`config.mk`:
```
export PLATFORM = sky130hd
export DESIGN_NAME = lsr_top
export DESIGN_NICKNAME = d
export VERILOG_FILES = /design/src/verilog/lsr_pkg.sv /design/src/verilog/lsr_edge_detect.sv /design/src/verilog/lsr_top.sv
export VERILOG_INCLUDE_DIRS = /design/src /design/src/verilog
export SDC_FILE = /design/constraint.sdc
export NUM_CORES = 1
export LEC_CHECK = 0
export BUFFER_PORTS_ARGS = -buffer_cell sky130_fd_sc_hd__buf_2
export CAP_MARGIN = 20
export CORE_ASPECT_RATIO = 0.8
export CORE_MARGIN = 4
export CORE_UTILIZATION = 55
export DETAILED_ROUTE_END_ITERATION = 10
export GPL_TIMING_DRIVEN = 0
export PLACE_DENSITY = 0.81
export SYNTH_ARGS = -nofsm -noshare
export SYNTH_HDL_FRONTEND = slang
export SYNTH_SLANG_ARGS = --single-unit
```
`constraint.sdc`:
```
create_clock -name mclk -period 1.3 [get_ports mclk]
set_input_delay 0.065 -clock mclk [delete_from_list [all_inputs] [get_ports mclk]]
set_output_delay 0.065 -clock mclk [all_outputs]
set_load 0.005 [all_outputs]
```
`src/verilog/lsr_cfg.svh`:
```
// Constants for the limit status register set.
`ifndef LSR_CFG_SVH
`define LSR_CFG_SVH
`define LSR_REG_W        15
`define LSR_VAL_MAX      15'h7FFF
`define LSR_VAL_MIN      15'h0000
`define LSR_FILT_RST     15'h0000
`define LSR_EVT_RST      15'h0000
`define LSR_SEL_W        2
`define LSR_SEL_LIM_EVT  2'h0
`define LSR_SEL_LIM_NEG  2'h1
`define LSR_SEL_LIM_POS  2'h2
`define LSR_SEL_QUE_NEG  2'h3
`define LSR_BND_NONE     2'h0
`define LSR_BND_MAX      2'h1
`define LSR_BND_MIN      2'h2
`endif

```
`src/verilog/lsr_pkg.sv`:
```
// Types for the limit status register set.
`default_nettype none
package lsr_pkg;
    typedef enum logic [1:0] {
        LSR_LIM_EVT = 2'h0,
        LSR_LIM_NEG = 2'h1,
        LSR_LIM_POS = 2'h2,
        LSR_QUE_NEG = 2'h3
    } lsr_sel_t;
endpackage
`default_nettype wire

```
`src/verilog/lsr_edge_detect.sv`:
```
// Per-bit transition filter that raises event pulses.
`timescale 1ns/10ps
`default_nettype none
module lsr_edge_detect #(
    parameter int W = 15
) (
    input  wire logic         mclk,
    input  wire logic         rst_n,
    input  wire logic [W-1:0] cond,
    input  wire logic [W-1:0] rise_en,
    input  wire logic [W-1:0] fall_en,
    output logic      [W-1:0] hit
);
    logic [W-1:0] prev;
    logic [W-1:0] next_prev;

    always_comb begin
        next_prev = cond;
    end

    always_ff @(posedge mclk) begin
        if (!rst_n) begin
            prev <= '0;
        end else begin
            prev <= next_prev;
        end
    end

    // ****************************************
    // Edge qualification
    // ****************************************
    genvar i;
    generate
        for (i = 0; i < W; i++) begin : g_bit
            assign hit[i] = (rise_en[i] & cond[i] & ~prev[i])
                          | (fall_en[i] & ~cond[i] & prev[i]);
        end
    endgenerate
endmodule
`default_nettype wire

```
`src/verilog/lsr_top.sv`:
```
// Limit failure status register set with its filter registers.
`timescale 1ns/10ps
`default_nettype none
`include "lsr_cfg.svh"
module lsr_top #(
    parameter int W = `LSR_REG_W
) (
    input  wire logic                   mclk,
    input  wire logic                   rst_n,
    input  wire logic                   preset,
    input  wire logic [W-1:0]           lim_cond,
    input  wire logic                   wr_en,
    input  wire logic                   rd_en,
    input  wire logic [`LSR_SEL_W-1:0]  sel,
    input  wire logic [1:0]             bound,
    input  wire logic [W-1:0]           wr_val,
    output logic      [W-1:0]           rd_val,
    output logic                        rd_valid,
    output logic      [W-1:0]           que_neg_filt
);
    logic [W-1:0] lim_evt;
    logic [W-1:0] lim_neg;
    logic [W-1:0] lim_pos;
    logic [W-1:0] que_neg;
    logic [W-1:0] next_lim_evt;
    logic [W-1:0] next_lim_neg;
    logic [W-1:0] next_lim_pos;
    logic [W-1:0] next_que_neg;
    logic [W-1:0] next_rd_val;
    logic         next_rd_valid;
    logic [W-1:0] hit;
    logic [W-1:0] load_val;

    // ****************************************
    // Write value resolution
    // ****************************************
    function automatic logic [W-1:0] resolve(input logic [1:0] b, input logic [W-1:0] v);
        logic [W-1:0] r;
        r = v;
        if (b == `LSR_BND_MAX) begin
            r = W'(`LSR_VAL_MAX);
        end else if (b == `LSR_BND_MIN) begin
            r = W'(`LSR_VAL_MIN);
        end
        return r;
    endfunction

    lsr_edge_detect #(.W(W)) u_edge (
        .mclk    (mclk),
        .rst_n   (rst_n),
        .cond    (lim_cond),
        .rise_en (lim_pos),
        .fall_en (lim_neg),
        .hit     (hit)
    );

    // ****************************************
    // Register next state
    // ****************************************
    always_comb begin
        load_val      = resolve(bound, wr_val);
        next_lim_neg  = lim_neg;
        next_lim_pos  = lim_pos;
        next_que_neg  = que_neg;
        next_lim_evt  = lim_evt;
        next_rd_val   = rd_val;
        next_rd_valid = 1'b0;
        if (wr_en) begin
            unique case (lsr_pkg::lsr_sel_t'(sel))
                lsr_pkg::LSR_LIM_NEG: next_lim_neg = load_val;
                lsr_pkg::LSR_LIM_POS: next_lim_pos = load_val;
                lsr_pkg::LSR_QUE_NEG: next_que_neg = load_val;
                lsr_pkg::LSR_LIM_EVT: next_lim_neg = lim_neg;
            endcase
        end
        if (rd_en) begin
            next_rd_valid = 1'b1;
            unique case (lsr_pkg::lsr_sel_t'(sel))
                lsr_pkg::LSR_LIM_EVT: begin
                    next_rd_val  = lim_evt;
                    next_lim_evt = '0;
                end
                lsr_pkg::LSR_LIM_NEG: next_rd_val = lim_neg;
                lsr_pkg::LSR_LIM_POS: next_rd_val = lim_pos;
                lsr_pkg::LSR_QUE_NEG: next_rd_val = que_neg;
            endcase
        end
        next_lim_evt = next_lim_evt | hit;
    end

    // Preset is deliberately not an input to the filter registers.
    always_ff @(posedge mclk) begin
        if (!rst_n) begin
            lim_evt  <= W'(`LSR_EVT_RST);
            lim_neg  <= W'(`LSR_FILT_RST);
            lim_pos  <= W'(`LSR_FILT_RST);
            que_neg  <= W'(`LSR_FILT_RST);
            rd_val   <= '0;
            rd_valid <= 1'b0;
        end else begin
            lim_evt  <= next_lim_evt;
            lim_neg  <= next_lim_neg;
            lim_pos  <= next_lim_pos;
            que_neg  <= next_que_neg;
            rd_val   <= next_rd_val;
            rd_valid <= next_rd_valid;
        end
    end

    assign que_neg_filt = que_neg;

    // ****************************************
    // Checks
    // ****************************************
    a_evt_read_value: assert property (@(posedge mclk) disable iff (!rst_n)
        rd_en && sel == `LSR_SEL_LIM_EVT |=> rd_valid && rd_val == $past(lim_evt))
        else $error("Event read value wrong.");
    a_evt_read_clear: assert property (@(posedge mclk) disable iff (!rst_n)
        rd_en && sel == `LSR_SEL_LIM_EVT |=> lim_evt == $past(hit))
        else $error("Event register not cleared by read.");
    a_neg_write_load: assert property (@(posedge mclk) disable iff (!rst_n)
        wr_en && sel == `LSR_SEL_LIM_NEG && bound == `LSR_BND_NONE
        |=> lim_neg == $past(wr_val))
        else $error("Limit falling filter not loaded.");
    a_pos_write_load: assert property (@(posedge mclk) disable iff (!rst_n)
        wr_en && sel == `LSR_SEL_LIM_POS && bound == `LSR_BND_NONE
        |=> lim_pos == $past(wr_val))
        else $error("Limit rising filter not loaded.");
    a_que_write_read: assert property (@(posedge mclk) disable iff (!rst_n)
        wr_en && sel == `LSR_SEL_QUE_NEG && bound == `LSR_BND_NONE
        ##1 rd_en && sel == `LSR_SEL_QUE_NEG
        |=> rd_val == $past(wr_val, 2))
        else $error("Summary filter read back wrong.");
    a_bound_max_load: assert property (@(posedge mclk) disable iff (!rst_n)
        wr_en && sel == `LSR_SEL_LIM_POS && bound == `LSR_BND_MAX
        |=> lim_pos == W'(`LSR_VAL_MAX))
        else $error("Maximum keyword not applied.");
    a_filt_read_value: assert property (@(posedge mclk) disable iff (!rst_n)
        rd_en && sel == `LSR_SEL_LIM_NEG |=> rd_val == $past(lim_neg))
        else $error("Filter query value wrong.");
    a_preset_keeps: assert property (@(posedge mclk) disable iff (!rst_n)
        preset && !wr_en |=> $stable(lim_neg) && $stable(lim_pos) && $stable(que_neg))
        else $error("Preset altered a filter register.");
    a_edge_sets_evt: assert property (@(posedge mclk) disable iff (!rst_n)
        hit != '0 |=> (lim_evt & $past(hit)) == $past(hit))
        else $error("Qualified edge did not set event.");
    a_evt_sticky: assert property (@(posedge mclk) disable iff (!rst_n)
        !(rd_en && sel == `LSR_SEL_LIM_EVT) |=> (lim_evt & $past(lim_evt)) == $past(lim_evt))
        else $error("Event bit lost without a read.");
    a_pos_read_value: assert property (@(posedge mclk) disable iff (!rst_n)
        rd_en && sel == `LSR_SEL_LIM_POS |=> rd_val == $past(lim_pos))
        else $error("Rising filter query value wrong.");
    a_que_read_value: assert property (@(posedge mclk) disable iff (!rst_n)
        rd_en && sel == `LSR_SEL_QUE_NEG |=> rd_val == $past(que_neg))
        else $error("Summary filter query value wrong.");
    a_que_write_load: assert property (@(posedge mclk) disable iff (!rst_n)
        wr_en && sel == `LSR_SEL_QUE_NEG && bound == `LSR_BND_NONE
        |=> que_neg == $past(wr_val))
        else $error("Summary filter not loaded.");
    a_neg_max_load: assert property (@(posedge mclk) disable iff (!rst_n)
        wr_en && sel == `LSR_SEL_LIM_NEG && bound == `LSR_BND_MAX
        |=> lim_neg == W'(`LSR_VAL_MAX))
        else $error("Maximum keyword not applied to falling filter.");
    a_neg_min_load: assert property (@(posedge mclk) disable iff (!rst_n)
        wr_en && sel == `LSR_SEL_LIM_NEG && bound == `LSR_BND_MIN
        |=> lim_neg == W'(`LSR_VAL_MIN))
        else $error("Minimum keyword not applied to falling filter.");
    a_pos_min_load: assert property (@(posedge mclk) disable iff (!rst_n)
        wr_en && sel == `LSR_SEL_LIM_POS && bound == `LSR_BND_MIN
        |=> lim_pos == W'(`LSR_VAL_MIN))
        else $error("Minimum keyword not applied to rising filter.");
    a_que_max_load: assert property (@(posedge mclk) disable iff (!rst_n)
        wr_en && sel == `LSR_SEL_QUE_NEG && bound == `LSR_BND_MAX
        |=> que_neg == W'(`LSR_VAL_MAX))
        else $error("Maximum keyword not applied to summary filter.");
    a_que_min_load: assert property (@(posedge mclk) disable iff (!rst_n)
        wr_en && sel == `LSR_SEL_QUE_NEG && bound == `LSR_BND_MIN
        |=> que_neg == W'(`LSR_VAL_MIN))
        else $error("Minimum keyword not applied to summary filter.");
    a_neg_value_load: assert property (@(posedge mclk) disable iff (!rst_n)
        wr_en && sel == `LSR_SEL_LIM_NEG && bound != `LSR_BND_MAX && bound != `LSR_BND_MIN
        |=> lim_neg == $past(wr_val))
        else $error("Falling filter value not loaded.");
    a_pos_value_load: assert property (@(posedge mclk) disable iff (!rst_n)
        wr_en && sel == `LSR_SEL_LIM_POS && bound != `LSR_BND_MAX && bound != `LSR_BND_MIN
        |=> lim_pos == $past(wr_val))
        else $error("Rising filter value not loaded.");
    a_que_value_load: assert property (@(posedge mclk) disable iff (!rst_n)
        wr_en && sel == `LSR_SEL_QUE_NEG && bound != `LSR_BND_MAX && bound != `LSR_BND_MIN
        |=> que_neg == $past(wr_val))
        else $error("Summary filter value not loaded.");
    a_valid_after_read: assert property (@(posedge mclk) disable iff (!rst_n)
        rd_en |=> rd_valid)
        else $error("Query answer not flagged valid.");
    a_valid_only_read: assert property (@(posedge mclk) disable iff (!rst_n)
        !rd_en |=> !rd_valid)
        else $error("Valid flag raised without a query.");
    a_answer_holds: assert property (@(posedge mclk) disable iff (!rst_n)
        !rd_en |=> $stable(rd_val))
        else $error("Query answer changed without a query.");
    a_filt_need_write: assert property (@(posedge mclk) disable iff (!rst_n)
        !wr_en |=> $stable(lim_neg) && $stable(lim_pos) && $stable(que_neg))
        else $error("Filter register changed without a write.");
    a_evt_write_refused: assert property (@(posedge mclk) disable iff (!rst_n)
        wr_en && sel == `LSR_SEL_LIM_EVT && !rd_en && hit == '0
        |=> lim_evt == $past(lim_evt))
        else $error("Event register changed by a write.");
    a_evt_needs_edge: assert property (@(posedge mclk) disable iff (!rst_n)
        (lim_evt & ~$past(lim_evt) & ~$past(hit)) == '0)
        else $error("Event bit set without a qualified edge.");
endmodule
`default_nettype wire
```
==> results.sh, run 1 <==
export IMPL_outcome="finished, final reports clean"
export IMPL_multi_input_area_sq_mm=0.00170
export IMPL_tns_ns=0
export IMPL_synth_top_area_share=0.494
export IMPL_antenna_left=0
export IMPL_cts_root_buffer="clkbuf_8"
export IMPL_yosysSeqAreaShare=0.494
export IMPL_synth_adder_area_share=0
export IMPL_crit_path_end_kind="flip-flop"
export IMPL_maxSlewHeadroom=0.502
export IMPL_worstSkewPairLatency_ns=0.35
export IMPL_synth_fp_nets=344
export IMPL_wirelength_met1_um=4020
export IMPL_grt_setup_unrepaired="false"
export IMPL_die_y_um=81.2
export IMPL_numCtsBuffers=9
export IMPL_met2WireLength_um=4510
export IMPL_p_leak_nw=1.95
export IMPL_track_usage=0.241
export IMPL_cp_max_fo=3
export IMPL_grt_pass1_vias=2878
export IMPL_wl_met3_um=642
export IMPL_cp_arrival_ns=1.45
export IMPL_overflow=0
export IMPL_max_freq_mhz=816
export IMPL_vias_per_cell=5.85
export IMPL_top_layer="met4"
export IMPL_holdWs_ns=0.0694
export IMPL_critPathLaunchType="flip-flop"
export IMPL_core_area_sq_mm=0.00644
export IMPL_finalMaxSlewViolations=0
export IMPL_num_rows=26
export IMPL_fin_crit_sh=0.943
export IMPL_path_clk_slew_ns=0.09
export IMPL_p_int_mw=4.11
export IMPL_final_layout_size_suffix_gt1_frac=0.285
export IMPL_hold_violations=0
export IMPL_swShare=0.243
export IMPL_gp_congestion=0.846
export IMPL_p_seq_frac=0.544
export IMPL_num_io_pins=70
export IMPL_synth_top_cell_by_area="dfxtp_1"
export IMPL_criticalPathCategory="flip-flop to flip-flop"
export IMPL_layout_min_cycle_time_ns=1.23
export IMPL_drc=0
export IMPL_muxShareOfSynthArea=0.140
export IMPL_dpl_worst_slack_ns=-0.107
export IMPL_fin_nets=437
export IMPL_wl_per_cell_um=19.0
export IMPL_start_util=0.572
export IMPL_post_synth_main_area_contributors="dfxtp_1 49%, a22o_1 11%, nand3b_1 6.1%"
export IMPL_clock_path_buffers=2
export IMPL_htreeDepth=3
export IMPL_syn_avg_cell_area_sq_um=12.1
export IMPL_dr_first_iter_drc_count=200
export IMPL_hold_class="input pin to flip-flop"
export IMPL_wirelength_um=9270
export IMPL_p_sw_mw=1.32
export IMPL_ir_drop_uv=695
export IMPL_setup_viol=0
export IMPL_power_density_mw_per_mm2=1220
export IMPL_setup_ws_ns=0.0747
export IMPL_synth_xor_area_share=0
export IMPL_yosys_warnings=0
export IMPL_p_clk_frac=0.347
export IMPL_fin_skew_ns=0.00655
export IMPL_diodes=0
export IMPL_syn_instance_count=305
export IMPL_numPortBuffers=67
export IMPL_syn_to_final_growth_pct=21.3
export IMPL_grt_max_degree=15
export IMPL_ys_ff_latch=91
export IMPL_n_fill_cell=492
export IMPL_combPwrFrac=0.109
export IMPL_vias=2850
export IMPL_fp_dieW_um=99.5
export IMPL_grt_pass1_wl_um=14700
export IMPL_cts_resized=0
export IMPL_cts_tree="done"
export IMPL_synth_compound_area_frac=0.180
export IMPL_regArea_sq_mm=0.00182
export IMPL_antenna_found_initial=0
export IMPL_clock_sinks=91
export IMPL_maxCapViolations=0
export IMPL_dr_pass1_iters=5
export IMPL_syn_area_sq_mm=0.00368
export IMPL_dieArea_sq_mm=0.00808
export IMPL_yosys_area_share_simple=0.141
export IMPL_worst_pin_slew_ns=0.747
export IMPL_required_ns=1.53
export IMPL_yosysUniqueCellTypes=25
export IMPL_dp_hpwl_um=6320
export IMPL_synth_top_family_by_area="compound AO/OA/AOI/OAI gates"
## layer usage
layer  GRT usage  up-vias
met4      0.0914        0
li1            -     1342
met5           0        -
met1       0.303     1385
met2       0.399      110
met3      0.0678       13
## worst max-delay path, stage by stage (launching register included)
cell     delay (ns)
dfxtp_1        0.33
mux4_1         0.56
mux2i_1        0.16
nor2_1         0.05
## registers in the layout, summed over array words and instances (netlist names)
name / count
lim_pos: 15
lim_evt: 15
lim_neg: 15
rd_valid: 1
rd_val: 15
que_neg_filt: 15
u_edge.prev: 15
## power groups by stage
stage	logic (mW)	clock network, mW	registers (mW)
floorplan	0.354	0	3.00
global placement	0.540	0	3.01
detailed placement	0.554	0	3.02
CTS	0.591	1.90	2.95
global route	0.640	2.03	2.97
finish	0.593	1.89	2.96
## logic make-up after synthesis
logic type,Yosys count
flip-flops,91
AO/OA/AOI/OAI,78
AND/OR/NAND/NOR,83
multiplexers,30
buffers and inverters,23
## what timing repair did
item | in CTS | in global routing
setup buffers | 0 | 0
hold endpoints to repair | 16 | 0
hold buffers | 15 | 0
## synth_stat cells, drive strengths merged
cell type	number
mux4	15
buf	15
mux2i	15
or3b	1
nand3b	30
a31oi	18
nor2b	1
clkbuf	5
inv	3
nor2	15
dfxtp	91
nand2b	1
and2	16
nor3	3
nand2	16
a22o	45
a21o	15
## stage by stage
| step | instances | utilization | cell area [sq um] | power [mW] |
|---|---|---|---|---|
| 6_report | 487 | 0.694 | 4470 | 5.44 |
| 5_1_grt | 487 | 0.694 | 4470 | 5.64 |
| 4_1_cts | 487 | 0.694 | 4470 | 5.44 |
| 3_5_place_dp | 456 | 0.640 | 4130 | 3.57 |
| 3_3_place_gp | 456 | 0.640 | 4130 | 3.55 |
| 2_1_floorplan | 305 | - | 3680 | 3.36 |
## cell type report
type	instances	area share
plain buffers	20	0.0344
inverters	3	0.00252
clock inverters	5	0.0118
repair buffers	82	0.109
clock buffers	11	0.0316
multi-input cells	191	0.380
well taps	84	0.0235
flip-flops and latches	91	0.408
## cells in the final DEF, fill, tap and decap left out, drive strengths merged
cell         instances
a21o                15
a22o                45
a31oi               18
and2                16
buf                 82
bufinv               1
clkbuf              16
clkinv               3
clkinvlp             1
dfxtp               91
dlygate4sd3         15
inv                  3
mux2i               15
mux4                15
nand2               16
nand2b               1
nand3b              30
nor2                15
nor2b                1
nor3                 3
or3b                 1
## path summary, 6_finish.rpt
check,start,endpoint,slack (ns),cells after the start
worst max-delay path,lim_neg[3]$_SDFFE_PN0P_,rd_val[3]$_SDFFE_PN0P_,0.07,3
worst min-delay path,wr_val[7],lim_neg[7]$_SDFFE_PN0P_,0.07,3
worst max register to register,lim_neg[3]$_SDFFE_PN0P_,rd_val[3]$_SDFFE_PN0P_,0.07,3
worst min register to register,lim_evt[4]$_SDFF_PN0_,lim_evt[4]$_SDFF_PN0_,0.47,2
Power figures use the tool's default switching activity.
==> run 2, diff against run 1 <==
Settings changed: SETUP_SLACK_MARGIN set to 0.4.
==> results.sh, run 2 (synthesized netlist as in run 1, its figures left out) <==
export IMPL_maxSlewHeadroom=0.480
export IMPL_diodes=0
export IMPL_cp_max_fo=2
export IMPL_fin_crit_sh=0.948
export IMPL_cp_slowest_stage_delay_ns=0.52
export IMPL_multi_input_area_sq_mm=0.00168
export IMPL_power_mw=5.89
export IMPL_dp_hpwl_um=6250
export IMPL_cp_cell_sequence="mux4_2 -> mux2i_1 -> nor2_1"
export IMPL_setup_viol=0
export IMPL_design_area_sq_mm=0.00531
export IMPL_start_util=0.572
export IMPL_max_freq_mhz=811
export IMPL_criticalPathCategory="flip-flop to flip-flop"
export IMPL_clock_path_buffers=2
export IMPL_hold_class="input pin to flip-flop"
export IMPL_grt_pass1_vias=3344
export IMPL_drc=0
export IMPL_cp_num_buf_inv=0
export IMPL_die_y_um=81.2
export IMPL_syn_to_final_growth_pct=44.0
export IMPL_numCtsBuffers=9
export IMPL_hold_violations=3
export IMPL_overflow=0
export IMPL_placed_area_sq_mm=0.00418
export IMPL_worstSkewPairLatency_ns=0.40
export IMPL_dieArea_sq_mm=0.00808
export IMPL_cts_tree="done"
export IMPL_regArea_sq_mm=0.00189
export IMPL_fp_dieW_um=99.5
export IMPL_worst_pin_slew_ns=0.780
export IMPL_tns_ns=0
export IMPL_critPathLaunchType="flip-flop"
export IMPL_clock_sinks=91
export IMPL_wl_per_cell_um=24.3
export IMPL_antenna_found_initial=0
export IMPL_cp_arrival_ns=1.52
export IMPL_crit_family="multiplexers"
export IMPL_crit_path_end_kind="flip-flop"
export IMPL_dr_first_iter_drc_count=518
export IMPL_outcome="complete, but fails checks"
export IMPL_grt_pass1_wl_um=17900
export IMPL_path_clk_slew_ns=0.10
export IMPL_layout_common_cells="57 x dfxtp_2, 50 x buf_2, 48 x buf_6"
export IMPL_worst_path_max_delay_cell="mux4_2"
export IMPL_power_density_mw_per_mm2=1110
export IMPL_cts_root_buffer="clkbuf_8"
export IMPL_num_rows=26
export IMPL_wirelength_um=13500
export IMPL_grt_setup_unrepaired="true"
export IMPL_dr_pass1_iters=6
export IMPL_n_fill_cell=308
export IMPL_holdWs_ns=-0.0294
export IMPL_num_io_pins=70
export IMPL_numPortBuffers=67
export IMPL_required_ns=1.59
export IMPL_dpl_worst_slack_ns=-0.0520
export IMPL_setup_ws_ns=0.0671
export IMPL_gp_congestion=0.850
export IMPL_grt_max_degree=17
export IMPL_core_area_sq_mm=0.00644
export IMPL_track_usage=0.296
export IMPL_fin_skew_ns=0.0131
export IMPL_finalMaxSlewViolations=0
export IMPL_antenna_left=0
export IMPL_violations="negative hold slack"
export IMPL_fin_nets=504
export IMPL_layout_min_cycle_time_ns=1.23
export IMPL_final_common_cell="dfxtp_2"
export IMPL_p_leak_nw=2.34
export IMPL_ir_drop_uv=789
export IMPL_vias=3555
export IMPL_maxCapViolations=0
export IMPL_final_layout_size_suffix_gt1_frac=0.530
export IMPL_vias_per_cell=6.42
export IMPL_htreeDepth=3
run 2: changes by cell type in the layout (fill, tap and decap cells not counted), sizes merged:
| cell | before | now |
|---|---|---|
| clkinvlp | 1 | 4 |
| dlygate4sd3 | 15 | 17 |
| buf | 82 | 147 |
| inv | 3 | 2 |
| clkbuf | 16 | 14 |
run 2: routing by layer:
metal,track usage,part of all wire,vias up
li1,-,-,1461
met1,0.367,0.38,1701
met2,0.487,0.45,306
met3,0.0627,0.11,87
met4,0.165,0.059,0
met5,0,0,-
run 2: final timing paths:
| path | startpoint | end | slack, ns | cells past startpoint |
|---|---|---|---|---|
| setup / recovery | que_neg_filt[5]$_SDFFE_PN0P_ | rd_val[5]$_SDFFE_PN0P_ | 0.07 | 3 |
| setup reg to reg | que_neg_filt[5]$_SDFFE_PN0P_ | rd_val[5]$_SDFFE_PN0P_ | 0.07 | 3 |
| hold / removal | rd_en | rd_val[3]$_SDFFE_PN0P_ | -0.03 | 3 |
| hold reg to reg | lim_evt[0]$_SDFF_PN0_ | lim_evt[0]$_SDFF_PN0_ | 0.48 | 2 |
run 2: what timing repair did:
item | 4_1_cts | 5_1_grt
endpoints found under the setup margin | 45 | 90
pin swaps | 2 | 12
hold buffers | 15 | 2
hold endpoints to repair | 29 | 1
gates resized for setup | 81 | 29
buffers inserted | 40 | 25
run 2: worst register-to-register path, delay by kind of cell, from the launching register on:
kind	cells	cell delay, ns
flip-flops	1	0.36
AND/OR/NAND/NOR	1	0.07
multiplexers	2	0.70
run 2: power breakdown:
group	internal [mW]	total [mW]	switching (mW)	leakage [nW]
Clock	0.898	2.06	1.16	0.0916
Sequential	2.90	2.97	0.0722	0.769
Combinational	0.449	0.853	0.404	1.48
run 2: final cells by class:
| type | count | share of cell area |
|---|---|---|
| sequential | 91 | 0.357 |
| multi-input combinational | 191 | 0.317 |
| timing repair buffer | 149 | 0.226 |
| buffer | 20 | 0.0389 |
| clock buffer | 9 | 0.0233 |
| tap | 84 | 0.0198 |
| clock inverter | 7 | 0.0149 |
| inverter | 3 | 0.00330 |
run 2: stage by stage:
stage,instances,utilization,hold slack [ns]
after floorplan,305,-,0.187
after global placement,456,0.649,0.291
after detailed placement,456,0.649,0.297
after CTS,527,0.779,-0.0185
after global routing,554,0.824,-0.00829
final,554,0.824,-0.0294
==> run 3, diff against run 2 <==
Settings changed: CORE_MARGIN 4 to unset.
==> results.sh, run 3 (synthesized netlist as in run 1, its figures left out) <==
export IMPL_min_from="rd_en"
export IMPL_setup_ws_ns=0.0531
export IMPL_clock_path_buffers=2
export IMPL_critPathLaunchType="flip-flop"
export IMPL_dr_first_iter_drc_count=388
export IMPL_cts_tree="done"
export IMPL_cp_cell_sequence="mux4_2 -> mux2i_1 -> nor2_1"
export IMPL_vias_per_cell=6.42
export IMPL_min_path_cells=3
export IMPL_power_mw=5.97
export IMPL_cts_root_buffer="clkbuf_8"
export IMPL_power_density_mw_per_mm2=1130
export IMPL_placedCellCount=456
export IMPL_holdWs_ns=-0.0143
export IMPL_die_y_um=75.2
export IMPL_grt_pass1_wl_um=16200
export IMPL_numCtsBuffers=9
export IMPL_gp_congestion=0.812
export IMPL_worst_path_max_delay_cell="mux4_2"
export IMPL_cp_slowest_stage_delay_ns=0.47
export IMPL_hold_class="input pin to flip-flop"
export IMPL_fp_dieW_um=93.5
export IMPL_num_io_pins=70
export IMPL_fin_crit_sh=0.959
export IMPL_grt_pass1_vias=3176
export IMPL_dp_hpwl_um=6160
export IMPL_fin_nets=504
export IMPL_finalMaxSlewViolations=0
export IMPL_postLayoutCoreUtil=0.824
export IMPL_num_rows=26
export IMPL_dieArea_sq_mm=0.00703
export IMPL_dpl_worst_slack_ns=-0.0526
export IMPL_diodes=0
export IMPL_numPortBuffers=67
export IMPL_placed_area_sq_mm=0.00418
export IMPL_grt_setup_unrepaired="true"
export IMPL_maxSlewHeadroom=0.555
export IMPL_htreeDepth=3
export IMPL_r2r_end="rd_val[4]$_SDFFE_PN0P_"
export IMPL_hold_violations=1
export IMPL_worst_pin_slew_ns=0.667
export IMPL_worst_hold_path_endpoint="rd_val[3]$_SDFFE_PN0P_"
export IMPL_wirelength_um=12900
export IMPL_crit_path_end_kind="flip-flop"
export IMPL_overflow=0
export IMPL_ir_drop_uv=973
export IMPL_final_layout_size_suffix_gt1_frac=0.528
export IMPL_worstSkewPairLatency_ns=0.37
export IMPL_drc=0
export IMPL_criticalPathCategory="flip-flop to flip-flop"
export IMPL_grt_max_degree=15
export IMPL_fin_skew_ns=0.0110
export IMPL_p_leak_nw=2.37
export IMPL_tns_ns=0
export IMPL_final_cells=554
export IMPL_design_area_sq_mm=0.00531
export IMPL_required_ns=1.52
export IMPL_path_clk_slew_ns=0.09
export IMPL_cp_arrival_ns=1.47
export IMPL_cp_max_fo=2
export IMPL_ff2ff_path_depth=3
export IMPL_setup_viol=0
export IMPL_antenna_left=0
export IMPL_layout_common_cells="57 x dfxtp_2, 54 x buf_2, 48 x buf_6"
export IMPL_max_freq_mhz=802
export IMPL_layout_min_cycle_time_ns=1.25
export IMPL_clock_sinks=91
export IMPL_rrSetupSlack_ns=0.05
export IMPL_track_usage=0.317
export IMPL_vias=3555
export IMPL_r2r_start="que_neg_filt[4]$_SDFFE_PN0P_"
export IMPL_outcome="complete, but fails checks"
export IMPL_wl_per_cell_um=23.2
export IMPL_syn_to_final_growth_pct=44.0
export IMPL_violations="negative hold slack"
export IMPL_maxCapViolations=0
export IMPL_start_util=0.572
export IMPL_antenna_found_initial=0
export IMPL_core_area_sq_mm=0.00644
export IMPL_dr_pass1_iters=6
export IMPL_final_common_cell="dfxtp_2"
==> run 3: cell type report <==
class                           instances  area (sq um)
Inverter                                3          13.8
Tap cell                               84           105
Sequential cell                        91          1890
Buffer                                 20           208
Clock buffer                           12           145
Clock inverter                          4          73.8
Timing Repair Buffer                  149          1190
Fill cell                             317          1130
Multi-Input combinational cell        191          1680
==> run 3: where the power goes <==
part / leakage, nW / switching (mW) / total [mW] / internal (mW)
Combinational: 1.49 / 0.407 / 0.852 / 0.445
Clock: 0.111 / 1.02 / 2.16 / 1.14
Sequential: 0.769 / 0.0654 / 2.96 / 2.90
==> run 3: critical path, delay by kind of cell (launching register included) <==
kind | cells | cell delay, ns
multiplexers | 2 | 0.68
flip-flops | 1 | 0.34
AND/OR/NAND/NOR | 1 | 0.09
==> run 3: timing repair <==
| action | in CTS | in global routing |
|---|---|---|
| hold buffers | 15 | 1 |
| setup buffers | 41 | 25 |
| setup endpoints to repair | 34 | 82 |
| pin swaps | 1 | 8 |
| resized for setup | 75 | 36 |
| hold endpoints to repair | 18 | 1 |
==> run 3: worst max-delay path by stage <==
| stage | start | endpoint | slack, ns |
|---|---|---|---|
| after global placement | sel[0] | rd_val[12]$_SDFFE_PN0P_ | -0.03 |
| after global routing | que_neg_filt[4]$_SDFFE_PN0P_ | rd_val[4]$_SDFFE_PN0P_ | 0.02 |
| after floorplan | sel[0] | rd_val[14]$_SDFFE_PN0P_ | 0.21 |
| after detailed placement | sel[0] | rd_val[14]$_SDFFE_PN0P_ | -0.05 |
| final | que_neg_filt[4]$_SDFFE_PN0P_ | rd_val[4]$_SDFFE_PN0P_ | 0.05 |
| after CTS | que_neg_filt[3]$_SDFFE_PN0P_ | rd_val[3]$_SDFFE_PN0P_ | 0.15 |
==> run 3: routing by layer <==
metal / vias up / part of all wire / track usage
li1: 1469 / - / -
met1: 1684 / 0.37 / 0.401
met2: 322 / 0.46 / 0.516
met3: 80 / 0.11 / 0.0808
met4: 0 / 0.051 / 0.159
met5: - / 0 / 0
